===== src/fifo_pkg.sv =====
package fifo_pkg;
   // Data width and depth have no fixed figure; plain defaults
   localparam int DATA_W = 8;
   localparam int DEPTH = 16;
   localparam int PTR_W = 4;
   localparam int CNT_W = 5;
   localparam logic [CNT_W-1:0] CNT_ZERO = 5'h00;
   localparam logic [CNT_W-1:0] CNT_ONE = 5'h01;
   localparam logic [CNT_W-1:0] CNT_AFULL = 5'h0f;
   localparam logic [CNT_W-1:0] CNT_FULL = 5'h10;
   localparam logic [PTR_W-1:0] PTR_ONE = 4'h1;

   // Register map, byte addresses
   localparam logic [7:0] CTRL_ADDR = 8'h00;
   localparam logic [7:0] STAT_ADDR = 8'h04;
   localparam int CTRL_W = 2;
   localparam int CTRL_FT_BIT = 0;
   localparam int CTRL_RSYNC_BIT = 1;
   localparam logic [CTRL_W-1:0] CTRL_RESET = 2'h2;
   localparam int STAT_FULL_BIT = 0;
   localparam int STAT_AFULL_BIT = 1;
   localparam int STAT_EMPTY_BIT = 2;
   localparam int STAT_AEMPTY_BIT = 3;
   localparam int STAT_WBUSY_BIT = 4;
   localparam int STAT_RBUSY_BIT = 5;
   localparam int STAT_FT_BIT = 6;
   localparam int STAT_CNT_LSB = 8;

   // Reset synchroniser length in clock cycles
   localparam int RSYNC_STAGES = 2;

   typedef struct packed {
      logic [7:0] addr;
      logic [31:0] wdata;
      logic wr;
      logic rd;
   } reg_req_s;
endpackage


===== src/fifo_core.sv =====
`timescale 1ns/1ps
// Function
// RULE_01: User resets the FIFO after power-up before any write or read.
// RULE_02: Asynchronous reset clears all counters and output registers.
// RULE_03: Write and read reset-busy outputs show when access may start.
// RULE_04: With sync enabled, reset is synchronised into the clock domain.
// RULE_05: Without sync, each side stays in reset while its own reset holds.
// RULE_06: Write when not full stores the word and raises write acknowledge.
// RULE_07: Write while full is dropped, raises overflow, no acknowledge.
// RULE_08: Almost-full is high when exactly one more write fits.
// RULE_09: Full means no write fits until a word is read.
// RULE_10: Write and read together on a partly filled FIFO keep flags steady. Fall-through mode does not: empty and almost-empty can move.
// RULE_11: A read from a full FIFO clears full; next writes succeed.
// RULE_12: Read when not empty presents the next word and raises valid.
// RULE_13: Read while empty is ignored, raises underflow, drops valid.
// RULE_14: Almost-empty is high when exactly one readable word remains.
// RULE_15: Empty means no read is served until data is written.
// RULE_16: Write and read on empty: write taken, read ignored, underflow next.
// RULE_17: Standard data one cycle after request; fall-through same cycle.
// RULE_18: Fall-through mode is offered by this implementation.
// RULE_19: Fall-through shows the first word unasked, empty low, valid high.
// RULE_20: Fall-through read advances output; last read empties, drops valid.
// RULE_21: Fall-through adds two words of read depth.
// RULE_22: Fall-through empty falls two cycles later than standard mode.
module fifo_core
   import fifo_pkg::*;
(
   input wire logic core_clk_i,
   input wire logic resetn_i,
   input wire logic wr_rst_i,
   input wire logic rd_rst_i,
   input wire reg_req_s reg_req_i,
   output logic [31:0] reg_rdata_o,
   input wire logic wr_en_i,
   input wire logic [DATA_W-1:0] din_i,
   output logic wr_ack_o,
   output logic overflow_o,
   output logic almost_full_o,
   output logic full_o,
   output logic wr_rst_busy_o,
   input wire logic rd_en_i,
   output logic [DATA_W-1:0] dout_o,
   output logic valid_o,
   output logic underflow_o,
   output logic almost_empty_o,
   output logic empty_o,
   output logic rd_rst_busy_o
);

   logic [CTRL_W-1:0] ctrl;
   logic ft_mode;
   logic [RSYNC_STAGES-1:0] rsync;
   logic wr_rst;
   logic rd_rst;
   logic fifo_rst;
   logic [DATA_W-1:0] mem [DEPTH];
   logic [PTR_W-1:0] wptr;
   logic [PTR_W-1:0] rptr;
   logic [CNT_W-1:0] cnt;
   logic [CNT_W-1:0] next_cnt;
   logic [DATA_W-1:0] mid;
   logic mid_v;
   logic out_v;
   logic next_mid_v;
   logic next_out_v;
   logic wr_ok;
   logic rd_ok;
   logic can_rd;
   logic pop;
   logic out_take;
   logic [31:0] stat_word;

   // Assert at once, release two clocks after resetn_i rises
   always_ff @(posedge core_clk_i or negedge resetn_i) begin
      if (!resetn_i) begin
         rsync <= '0;
      end else begin
         rsync <= {rsync[0], 1'b1}; // RULE_04
      end
   end

   assign wr_rst = ctrl[CTRL_RSYNC_BIT] ? !rsync[1] : wr_rst_i; // RULE_05
   assign rd_rst = ctrl[CTRL_RSYNC_BIT] ? !rsync[1] : rd_rst_i; // RULE_05
   // One queue serves both sides, so either reset empties it
   assign fifo_rst = wr_rst | rd_rst;

   always_ff @(posedge core_clk_i or negedge resetn_i) begin
      if (!resetn_i) begin
         wr_rst_busy_o <= 1'b1;
         rd_rst_busy_o <= 1'b1;
      end else begin
         wr_rst_busy_o <= wr_rst; // RULE_03
         rd_rst_busy_o <= rd_rst; // RULE_03
      end
   end

   // Mode is taken only while in reset so a live queue never changes shape
   always_ff @(posedge core_clk_i or negedge resetn_i) begin
      if (!resetn_i) begin
         ft_mode <= 1'b0;
      end else if (fifo_rst) begin
         ft_mode <= ctrl[CTRL_FT_BIT]; // RULE_18
      end
   end

   always_comb begin
      wr_ok = wr_en_i & !full_o & !fifo_rst; // RULE_06 RULE_11
      can_rd = ft_mode ? out_v : (cnt != CNT_ZERO);
      rd_ok = rd_en_i & can_rd & !fifo_rst; // RULE_13
      out_take = ft_mode & mid_v & (!out_v | rd_ok); // RULE_20
      if (ft_mode) begin
         pop = (cnt != CNT_ZERO) & (!mid_v | out_take); // RULE_19
      end else begin
         pop = rd_ok;
      end
      next_cnt = cnt + CNT_W'(wr_ok) - CNT_W'(pop);
      next_out_v = out_take | (out_v & !rd_ok);
      next_mid_v = (ft_mode & pop) | (mid_v & !out_take); // RULE_21
   end

   always_ff @(posedge core_clk_i) begin
      if (wr_ok) begin
         mem[wptr] <= din_i; // RULE_06
      end
   end

   always_ff @(posedge core_clk_i or negedge resetn_i) begin
      if (!resetn_i) begin
         wptr <= '0; // RULE_02
         rptr <= '0;
         cnt <= '0;
      end else if (fifo_rst) begin
         wptr <= '0;
         rptr <= '0;
         cnt <= '0;
      end else begin
         if (wr_ok) begin
            wptr <= wptr + PTR_ONE;
         end
         if (pop) begin
            rptr <= rptr + PTR_ONE;
         end
         cnt <= next_cnt;
      end
   end

   // Two prefetch stages give fall-through its extra depth and latency
   always_ff @(posedge core_clk_i or negedge resetn_i) begin
      if (!resetn_i) begin
         mid <= '0;
         mid_v <= 1'b0;
         out_v <= 1'b0;
      end else if (fifo_rst) begin
         mid <= '0;
         mid_v <= 1'b0;
         out_v <= 1'b0;
      end else begin
         if (ft_mode && pop) begin
            mid <= mem[rptr]; // RULE_22
         end
         mid_v <= next_mid_v; // RULE_21
         out_v <= next_out_v;
      end
   end

   always_ff @(posedge core_clk_i or negedge resetn_i) begin
      if (!resetn_i) begin
         dout_o <= '0; // RULE_02
      end else if (fifo_rst) begin
         dout_o <= '0;
      end else if (!ft_mode && rd_ok) begin
         dout_o <= mem[rptr]; // RULE_12 RULE_17
      end else if (out_take) begin
         dout_o <= mid; // RULE_17 RULE_19
      end
   end

   always_ff @(posedge core_clk_i or negedge resetn_i) begin
      if (!resetn_i) begin
         wr_ack_o <= 1'b0;
         overflow_o <= 1'b0;
         full_o <= 1'b0;
         almost_full_o <= 1'b0;
      end else if (fifo_rst) begin
         wr_ack_o <= 1'b0;
         overflow_o <= 1'b0;
         full_o <= 1'b0;
         almost_full_o <= 1'b0;
      end else begin
         wr_ack_o <= wr_ok; // RULE_06
         overflow_o <= wr_en_i & full_o; // RULE_07
         full_o <= (next_cnt == CNT_FULL); // RULE_09 RULE_11
         almost_full_o <= (next_cnt == CNT_AFULL); // RULE_08 RULE_10
      end
   end

   always_ff @(posedge core_clk_i or negedge resetn_i) begin
      if (!resetn_i) begin
         valid_o <= 1'b0;
         underflow_o <= 1'b0;
         empty_o <= 1'b1;
         almost_empty_o <= 1'b0;
      end else if (fifo_rst) begin
         valid_o <= 1'b0;
         underflow_o <= 1'b0;
         empty_o <= 1'b1;
         almost_empty_o <= 1'b0;
      end else begin
         underflow_o <= rd_en_i & !can_rd; // RULE_13 RULE_16
         if (ft_mode) begin
            valid_o <= next_out_v; // RULE_19 RULE_20
            empty_o <= !next_out_v; // RULE_20 RULE_22
            almost_empty_o <= next_out_v & !next_mid_v &
                              (next_cnt == CNT_ZERO); // RULE_14
         end else begin
            valid_o <= rd_ok; // RULE_12
            empty_o <= (next_cnt == CNT_ZERO); // RULE_15 RULE_16
            almost_empty_o <= (next_cnt == CNT_ONE); // RULE_14
         end
      end
   end

   // Register port: control steers reset and mode, status mirrors flags
   always_ff @(posedge core_clk_i or negedge resetn_i) begin
      if (!resetn_i) begin
         ctrl <= CTRL_RESET;
      end else if (reg_req_i.wr && reg_req_i.addr == CTRL_ADDR) begin
         ctrl <= reg_req_i.wdata[CTRL_W-1:0];
      end
   end

   always_comb begin
      stat_word = '0;
      stat_word[STAT_FULL_BIT] = full_o;
      stat_word[STAT_AFULL_BIT] = almost_full_o;
      stat_word[STAT_EMPTY_BIT] = empty_o;
      stat_word[STAT_AEMPTY_BIT] = almost_empty_o;
      stat_word[STAT_WBUSY_BIT] = wr_rst_busy_o;
      stat_word[STAT_RBUSY_BIT] = rd_rst_busy_o;
      stat_word[STAT_FT_BIT] = ft_mode;
      stat_word[STAT_CNT_LSB +: CNT_W] = cnt;
   end

   always_ff @(posedge core_clk_i or negedge resetn_i) begin
      if (!resetn_i) begin
         reg_rdata_o <= '0;
      end else if (reg_req_i.rd) begin
         case (reg_req_i.addr)
            CTRL_ADDR: begin
               reg_rdata_o <= {{(32-CTRL_W){1'b0}}, ctrl};
            end
            STAT_ADDR: begin
               reg_rdata_o <= stat_word;
            end
            default: begin
               reg_rdata_o <= '0;
            end
         endcase
      end else begin
         reg_rdata_o <= '0;
      end
   end

   // Checks
   logic quiet;
   assign quiet = !fifo_rst;

   property p_reset_clear;
      @(posedge core_clk_i) disable iff (!resetn_i)
      $rose(resetn_i) |-> empty_o && !full_o && !valid_o && cnt == CNT_ZERO;
   endproperty
   a_reset_clear: assert property (p_reset_clear) // RULE_02
      else $error("state not cleared by reset");

   property p_busy;
      @(posedge core_clk_i) disable iff (!resetn_i)
      !ctrl[CTRL_RSYNC_BIT] && wr_rst_i |=> wr_rst_busy_o;
   endproperty
   a_busy: assert property (p_busy) // RULE_03
      else $error("write reset busy missing");

   property p_wr_ack;
      @(posedge core_clk_i) disable iff (!resetn_i)
      quiet && wr_en_i && !full_o |=> wr_ack_o && !overflow_o;
   endproperty
   a_wr_ack: assert property (p_wr_ack) // RULE_06
      else $error("accepted write not acknowledged");

   property p_overflow;
      @(posedge core_clk_i) disable iff (!resetn_i)
      quiet && wr_en_i && full_o |=> overflow_o && !wr_ack_o
         && cnt == $past(cnt) - CNT_W'($past(pop));
   endproperty
   a_overflow: assert property (p_overflow) // RULE_07
      else $error("overflow not flagged");

   property p_afull;
      @(posedge core_clk_i) disable iff (!resetn_i)
      almost_full_o |-> cnt == CNT_AFULL;
   endproperty
   a_afull: assert property (p_afull) // RULE_08
      else $error("almost full wrong level");

   property p_full;
      @(posedge core_clk_i) disable iff (!resetn_i)
      quiet && full_o && !rd_en_i |=> full_o;
   endproperty
   a_full: assert property (p_full) // RULE_09
      else $error("full dropped without read");

   property p_steady;
      @(posedge core_clk_i) disable iff (!resetn_i)
      quiet && !ft_mode && wr_en_i && rd_en_i && !empty_o && !full_o
      |=> $stable(full_o) && $stable(empty_o) && $stable(almost_full_o)
          && $stable(almost_empty_o);
   endproperty
   a_steady: assert property (p_steady) // RULE_10
      else $error("flags moved on paired access");

   property p_std_read;
      @(posedge core_clk_i) disable iff (!resetn_i)
      quiet && !ft_mode && rd_en_i && !empty_o
      |=> valid_o && dout_o == $past(mem[rptr]);
   endproperty
   a_std_read: assert property (p_std_read) // RULE_12
      else $error("standard read data wrong");

   property p_underflow;
      @(posedge core_clk_i) disable iff (!resetn_i)
      quiet && rd_en_i && empty_o |=> underflow_o && !valid_o;
   endproperty
   a_underflow: assert property (p_underflow) // RULE_13
      else $error("underflow not flagged");

   property p_empty_pair;
      @(posedge core_clk_i) disable iff (!resetn_i)
      quiet && !ft_mode && wr_en_i && rd_en_i && empty_o
      |=> !empty_o && underflow_o && wr_ack_o;
   endproperty
   a_empty_pair: assert property (p_empty_pair) // RULE_16
      else $error("write with read on empty wrong");

   property p_ft_valid;
      @(posedge core_clk_i) disable iff (!resetn_i)
      ft_mode && quiet |-> valid_o == !empty_o;
   endproperty
   a_ft_valid: assert property (p_ft_valid) // RULE_19
      else $error("fall-through valid and empty disagree");

   property p_ft_latency;
      @(posedge core_clk_i) disable iff (!resetn_i)
      ft_mode && !wr_rst_i && !rd_rst_i && quiet && empty_o && !mid_v
      && cnt == CNT_ZERO && wr_en_i
      |=> empty_o ##1 empty_o ##1 !empty_o;
   endproperty
   a_ft_latency: assert property (p_ft_latency) // RULE_22
      else $error("fall-through empty timing wrong");

   c_full: cover property (@(posedge core_clk_i) $rose(full_o));
   c_ft_read: cover property (@(posedge core_clk_i)
      ft_mode && valid_o && rd_en_i);
   c_under: cover property (@(posedge core_clk_i) underflow_o);
   c_over: cover property (@(posedge core_clk_i) overflow_o);
endmodule


===== config.mk =====
export PLATFORM = sky130hd
export DESIGN_NAME = fifo_core
export DESIGN_NICKNAME = d
export VERILOG_FILES = /design/src/fifo_pkg.sv /design/src/fifo_core.sv
export SDC_FILE = /design/constraint.sdc
export NUM_CORES = 1
export LEC_CHECK = 0
export BUFFER_PORTS_ARGS = -buffer_cell sky130_fd_sc_hd__buf_2
export CORE_ASPECT_RATIO = 1.75
export CORE_MARGIN = 3
export CORE_UTILIZATION = 38
export DETAILED_ROUTE_END_ITERATION = 16
export GPL_ROUTABILITY_DRIVEN = 0
export GPL_TIMING_DRIVEN = 0
export PLACE_DENSITY = 0.57
export SKIP_LAST_GASP = 1
export SYNTH_ARGS = -nofsm -noshare
export SYNTH_HDL_FRONTEND = slang
export SYNTH_SLANG_ARGS = --single-unit

===== constraint.sdc =====
create_clock -name core_clk_i -period 8.57 [get_ports core_clk_i]
set_input_delay 2.571 -clock core_clk_i [delete_from_list [all_inputs] [get_ports core_clk_i]]
set_output_delay 2.571 -clock core_clk_i [all_outputs]
set_load 0.1 [all_outputs]

-- After elaboration in Yosys (flattened, before gate mapping)
Memory sizes are Yosys's and may differ from the RTL's.
Index checks and enable logic that the tools add are counted.
- add/subtract/negate cells: 4
- bitwise logic cells: 19
- muxes and demuxes: 31
- equality and inequality tests: 4
- reduce and logical (&&, ||, !) cells: 21
- operator list (kind ; number):
    8-bit 2-to-1 mux ; 5
    13-bit one-hot mux with 2 select lines ; 1
    1-bit 2-to-1 mux ; 19
    4-bit 2-to-1 mux ; 4
    1-bit bitwise AND ; 14
    13-bit 2-to-1 mux ; 1
    1-bit logical NOT ; 11
    4-bit by 1-bit adder with 4-bit output, second input constant ; 2
    8-bit by 3-bit == test with 1-bit output, second input constant ; 1
    8-bit logical NOT ; 1
    2-bit nonzero test ; 3
    5-bit by 1-bit adder with 5-bit output ; 1
    5-bit by 1-bit == test with 1-bit output, second input constant ; 1
    5-bit by 4-bit == test with 1-bit output, second input constant ; 1
    5-bit == test, second input constant ; 1
    5-bit logical NOT ; 1
    5-bit 2-to-1 mux ; 1
    1-bit OR ; 5
    5-bit nonzero test ; 1
    5-bit by 1-bit subtractor with 5-bit output ; 1
    1-bit logical AND ; 3
    3-bit nonzero test ; 1
- memory bits (writable): 128
- memories: 1
- output and inout bits: 50
- input bits: 56
- register bits: 59
- memories (name ; words ; bits a word ; read ports ; clocked after memory_dff ; wr ports ; RTL line ; source):
    mem ; 16 ; 8 ; 1 ; 0 ; 1 ; fifo_core.sv:56 ; logic [DATA_W-1:0] mem [DEPTH];

-- Logic depth before layout (Yosys ltp)
- depth after elaboration: 17
- mapped depth: 12
- depth with buffers taken out: 11

-- Worst setup path after synthesis
OpenSTA, ideal clock, no wires.
- path kind: input to register
- start: input port wr_rst_i
- end: register almost_empty_o
- setup time: 111 ps
- slack: 3416 ps
- cell stages on the path: 8
- arrival time: 5043 ps
- path buffers: 0
- required time: 8459 ps
- cell sequence: or3_1 > a21boi_0 > o21ai_0 > xnor2_1 > ha_1 > fa_1 > or4_4 > a2111oi_2
- longest elaborated chain between the ends: 16
- ends and longest elaborated chain (element ; RTL line ; source):
    from (decl) ; fifo_core.sv:30 ; input wire logic wr_rst_i,
    1-bit 2-to-1 mux (*) ; fifo_core.sv:82 ; assign wr_rst = ctrl[CTRL_RSYNC_BIT] ? !rsync[1] : wr_rst_i;
    1-bit OR (*) ; fifo_core.sv:85 ; assign fifo_rst = wr_rst | rd_rst;
    branches (longest 13 deep; another with 5-bit by 1-bit subtractor with 5-bit output) ; - ;
    1-bit 2-to-1 mux (*) ; fifo_core.sv:203 ; end else if (fifo_rst) begin
    to (signal assigned) ; fifo_core.sv:213 ; almost_empty_o <= next_out_v & !next_mid_v &
    to (signal assigned) ; fifo_core.sv:218 ; almost_empty_o <= (next_cnt == CNT_ONE);
    to (decl) ; fifo_core.sv:45 ; output logic almost_empty_o,
Mark *: on every way between the ends.
A chain may end at the register's enable or synchronous reset.

-- Final worst setup path
- start: input port wr_rst_i
- end: register full_o
- longest elaborated chain between the ends: 12
- ends and longest elaborated chain (element ; RTL line ; source):
    1-bit 2-to-1 mux (*) ; fifo_core.sv:82 ;
    1-bit OR (*) ; fifo_core.sv:85 ;
    1-bit logical NOT ; - ;
    1-bit bitwise AND ; fifo_core.sv:109 ; rd_ok = rd_en_i & can_rd & !fifo_rst;
    1-bit OR ; fifo_core.sv:110 ; out_take = ft_mode & mid_v & (!out_v | rd_ok);
    1-bit bitwise AND ; fifo_core.sv:110 ;
    1-bit OR ; fifo_core.sv:112 ; pop = (cnt != CNT_ZERO) & (!mid_v | out_take);
    1-bit bitwise AND ; fifo_core.sv:112 ;
    1-bit 2-to-1 mux ; fifo_core.sv:111 ; if (ft_mode) begin
    5-bit by 1-bit subtractor with 5-bit output ; fifo_core.sv:116 ; next_cnt = cnt + CNT_W'(wr_ok) - CNT_W'(pop);
    5-bit == test ; fifo_core.sv:192 ; full_o <= (next_cnt == CNT_FULL);
    1-bit 2-to-1 mux (*) ; fifo_core.sv:184 ; end else if (fifo_rst) begin
    to (signal assigned) ; fifo_core.sv:192 ;
    to (decl) ; fifo_core.sv:39 ; output logic full_o,
Mark *: on every way between the ends. The rest lies on a longest branch, timed or not.

==> results.sh <==
export IMPL_holdBufCountCts=0
export IMPL_postRouteWirelength_um=17500
export IMPL_num_fill_cells=1811
export IMPL_utilization_pct=44.8
export IMPL_slowest_delay_ps=550
export IMPL_antenna_violating_nets_post_route=0
export IMPL_top_level_ports=106
export IMPL_floorplan_die_height_um=196
export IMPL_async_flop_share_pct=31.2
export IMPL_clock_transition_at_the_registers_of_the_reported_paths_ps=70
export IMPL_synth_top_cells_by_count="128 x sky130_fd_sc_hd__edfxtp_1, 54 x sky130_fd_sc_hd__dfrtp_1, 30 x sky130_fd_sc_hd__mux4_2"
export IMPL_final_worst_path_period_need_ps=5530
export IMPL_clockBufferDepth=2
export IMPL_timing_critical_path_buf_inv=1
export IMPL_cap_violations=0
export IMPL_cts_root_buffer="sky130_fd_sc_hd__clkbuf_16"
export IMPL_worst_slew_pin_slew_ps=1340
export IMPL_synth_seq_area_share_pct=67.5
export IMPL_timing_final_crit_share_pct=64.5
export IMPL_cp_arrival_ps=5830
export IMPL_worstPathMaxFanout=5
export IMPL_finish_net_count=665
export IMPL_slowest_stage="sky130_fd_sc_hd__a21boi_0"
export IMPL_antenna_diode_count=0
export IMPL_route_vias_total=4493
export IMPL_crit_path_capture_type="flop"
export IMPL_initial_utilization_pct=38.7
export IMPL_final_setup_tns_ps=0
export IMPL_post_cts_setup_buffer_count=0
export IMPL_worst_clock_skew_ps=9.16
export IMPL_crit_path_start_kind="input pin"
export IMPL_worstSetupStartpoint="wr_rst_i"
export IMPL_met2_usage_pct=31.0
export IMPL_design_area_um2=9090
export IMPL_cts_inserted_buffers=17
export IMPL_worstPathCellList="buf_2, or3_1, a21boi_0, o21ai_0, xnor2_1, ha_1, fa_1, a21oi_1, o21bai_1, xnor2_1, nor4b_1"
export IMPL_avgViaCountPerCell=5.23
export IMPL_rsz0062_at_grt="no"
export IMPL_vias_in_the_first_global_route=4742
export IMPL_numClockSinks=186
export IMPL_place_area_um2=8510
export IMPL_synth_top_area_cell="sky130_fd_sc_hd__edfxtp_1"
export IMPL_critical_path_top_delay_family="compound AO/OA/AOI/OAI gates"
export IMPL_std_cell_rows=69
export IMPL_share_of_cells_above_drive_strength_1_pct=27.2
export IMPL_synth_edff_count=128
export IMPL_insertion_delay_ps=440
export IMPL_max_clock_freq_mhz=181
export IMPL_worst_hold_startpoint="rsync[0]"
export IMPL_drt_pre_antenna_iters=5
export IMPL_flow_area_growth_from_synthesis_pct=15.8
export IMPL_placeableCoreArea_um2=20300
export IMPL_synth_main_ff_cell="sky130_fd_sc_hd__edfxtp_1"
export IMPL_top_usage_layer="met2"
export IMPL_ctsResizeCount=0
export IMPL_synth_most_common_cell="sky130_fd_sc_hd__edfxtp_1"
export IMPL_holdCritPathClass="flop to flop"
export IMPL_synth_avg_cell_area_um2=15.6
export IMPL_source_of_the_worst_register_to_register_timing_path="ctrl[1]"
export IMPL_finalSetupViolations=0
export IMPL_htree_levels=4
export IMPL_powerDensity_nw_per_um2=207
export IMPL_netlist_instances=504
export IMPL_cts_tree="yes"
export IMPL_grt_met3_usage_pct=3.86
export IMPL_setup_ws_ps=3040
export IMPL_route_detailed_wl_per_inst_um=20.4
export IMPL_synth_seq_cells=186
export IMPL_drc=0
export IMPL_yosys_area_top_type_share_pct=48.9
export IMPL_timing_hold_violations_final=0
export IMPL_track_usage_pct=16.3
export IMPL_die_w_um=115
export IMPL_timing_max_slew_rel_slack_pct=10.1
export IMPL_detailedRoute_firstIterationViolations=298
export IMPL_grt_first_pass_wirelength_um=27100
export IMPL_syn_cell_area_um2=7850
export IMPL_grt_start_max_net_pins=59
export IMPL_required_ps=8870
export IMPL_sequential_cell_area_um2=5300
export IMPL_multi_input_comb_area_um2=2280
export IMPL_antenna_found_initial=0
export IMPL_critPathMostFrequentCell="sky130_fd_sc_hd__xnor2_1"
export IMPL_gr_total_overflow=0
export IMPL_design_die_area_um2=22500
export IMPL_irDropWorstVdd_mv=0.135
export IMPL_path_class="input pin to flop"
export IMPL_yosysUniqueCellTypes=55
export IMPL_synth_area_top_cells="sky130_fd_sc_hd__edfxtp_1 49%, sky130_fd_sc_hd__dfrtp_1 17%, sky130_fd_sc_hd__mux4_2 8.6%"
export IMPL_grtUsageMet1_pct=16.7
export IMPL_total_leakage_power_nw=3.40
export IMPL_yosysWarnings=0
export IMPL_pre_cts_slack_ps=2650
export IMPL_status="complete, no violations"
export IMPL_dpl_hpwl_um=12800
export IMPL_drv_slew=0
export IMPL_numPortBuffers=55
-- cell families after synthesis --
group,after synthesis,share of synthesized area (%)
simple gates,108,7.09
other cells,2,0.0956
fa+ha+maj,11,1.85
buf+inv,57,4.37
xor+xnor,7,0.781
mux,38,10.1
flops,186,67.5
compound gates,95,8.27
-- metrics by stage --
stage	power (mW)	hold slack (ps)	std cells
2_1_floorplan	1.10	331	523
3_3_place_gp	1.13	332	826
3_5_place_dp	1.14	340	826
4_1_cts	1.90	358	858
5_1_grt	1.95	379	859
6_report	1.88	356	859
-- worst paths after layout --
kind	endpoint	slack, ps	cells past startpoint
max reg2reg	full_o	4780	11
max in group asynchronous	mid[1]	5900	1
min in group asynchronous	reg_rdata_o[1]	2180	1
max	full_o	3040	11
min reg2reg	rsync[1]	360	0
min	rsync[1]	360	0
-- flip-flops by register name (all words and copies together), names as in the netlist --
name	cells
wptr	4
rptr	4
mem	128
almost_empty_o	1
underflow_o	1
empty_o	1
valid_o	1
rd_rst_busy_o	1
full_o	1
cnt	5
almost_full_o	1
reg_rdata_o	12
mid_v	1
overflow_o	1
wr_ack_o	1
wr_rst_busy_o	1
ft_mode	1
dout_o	8
mid	8
rsync	2
ctrl	2
out_v	1
-- routing by layer --
layer,share of wire (%),wire length [µm]
met5,0,0
met4,2.8,491
met3,4.6,808
met2,57,10000
met1,35,6180
-- power breakdown --
| group | switching [mW] | total, mW | internal (mW) |
|---|---|---|---|
| combinational | 0.109 | 0.143 | 0.0337 |
| clock | 0.377 | 0.767 | 0.390 |
| sequential | 0.00349 | 0.973 | 0.969 |
| total | 0.490 | 1.88 | 1.39 |
-- cells in the final DEF (no fill, tap or decap), drive strengths merged, types with 10 or more instances in the layout --
cell type,n
nor2,26
buf,89
nor3,11
ha,10
dfrtp,54
edfxtp,128
a21oi,28
mux4,32
conb,21
o21ai,16
nand2,23
inv,21
and2,13
a22oi,10
nand4,11
clkbuf,30
-- area by class of cell --
cell class              count  area share [%]
clock inverters            15            1.62
multi-input cells         280            25.1
clock buffers              17            4.68
plain buffers              46            3.32
flip-flops and latches    186            58.3
well taps                 248            3.41
inverters                  11           0.454
repair buffers             56            3.14
No activity file was read; power rests on OpenSTA's default activity.
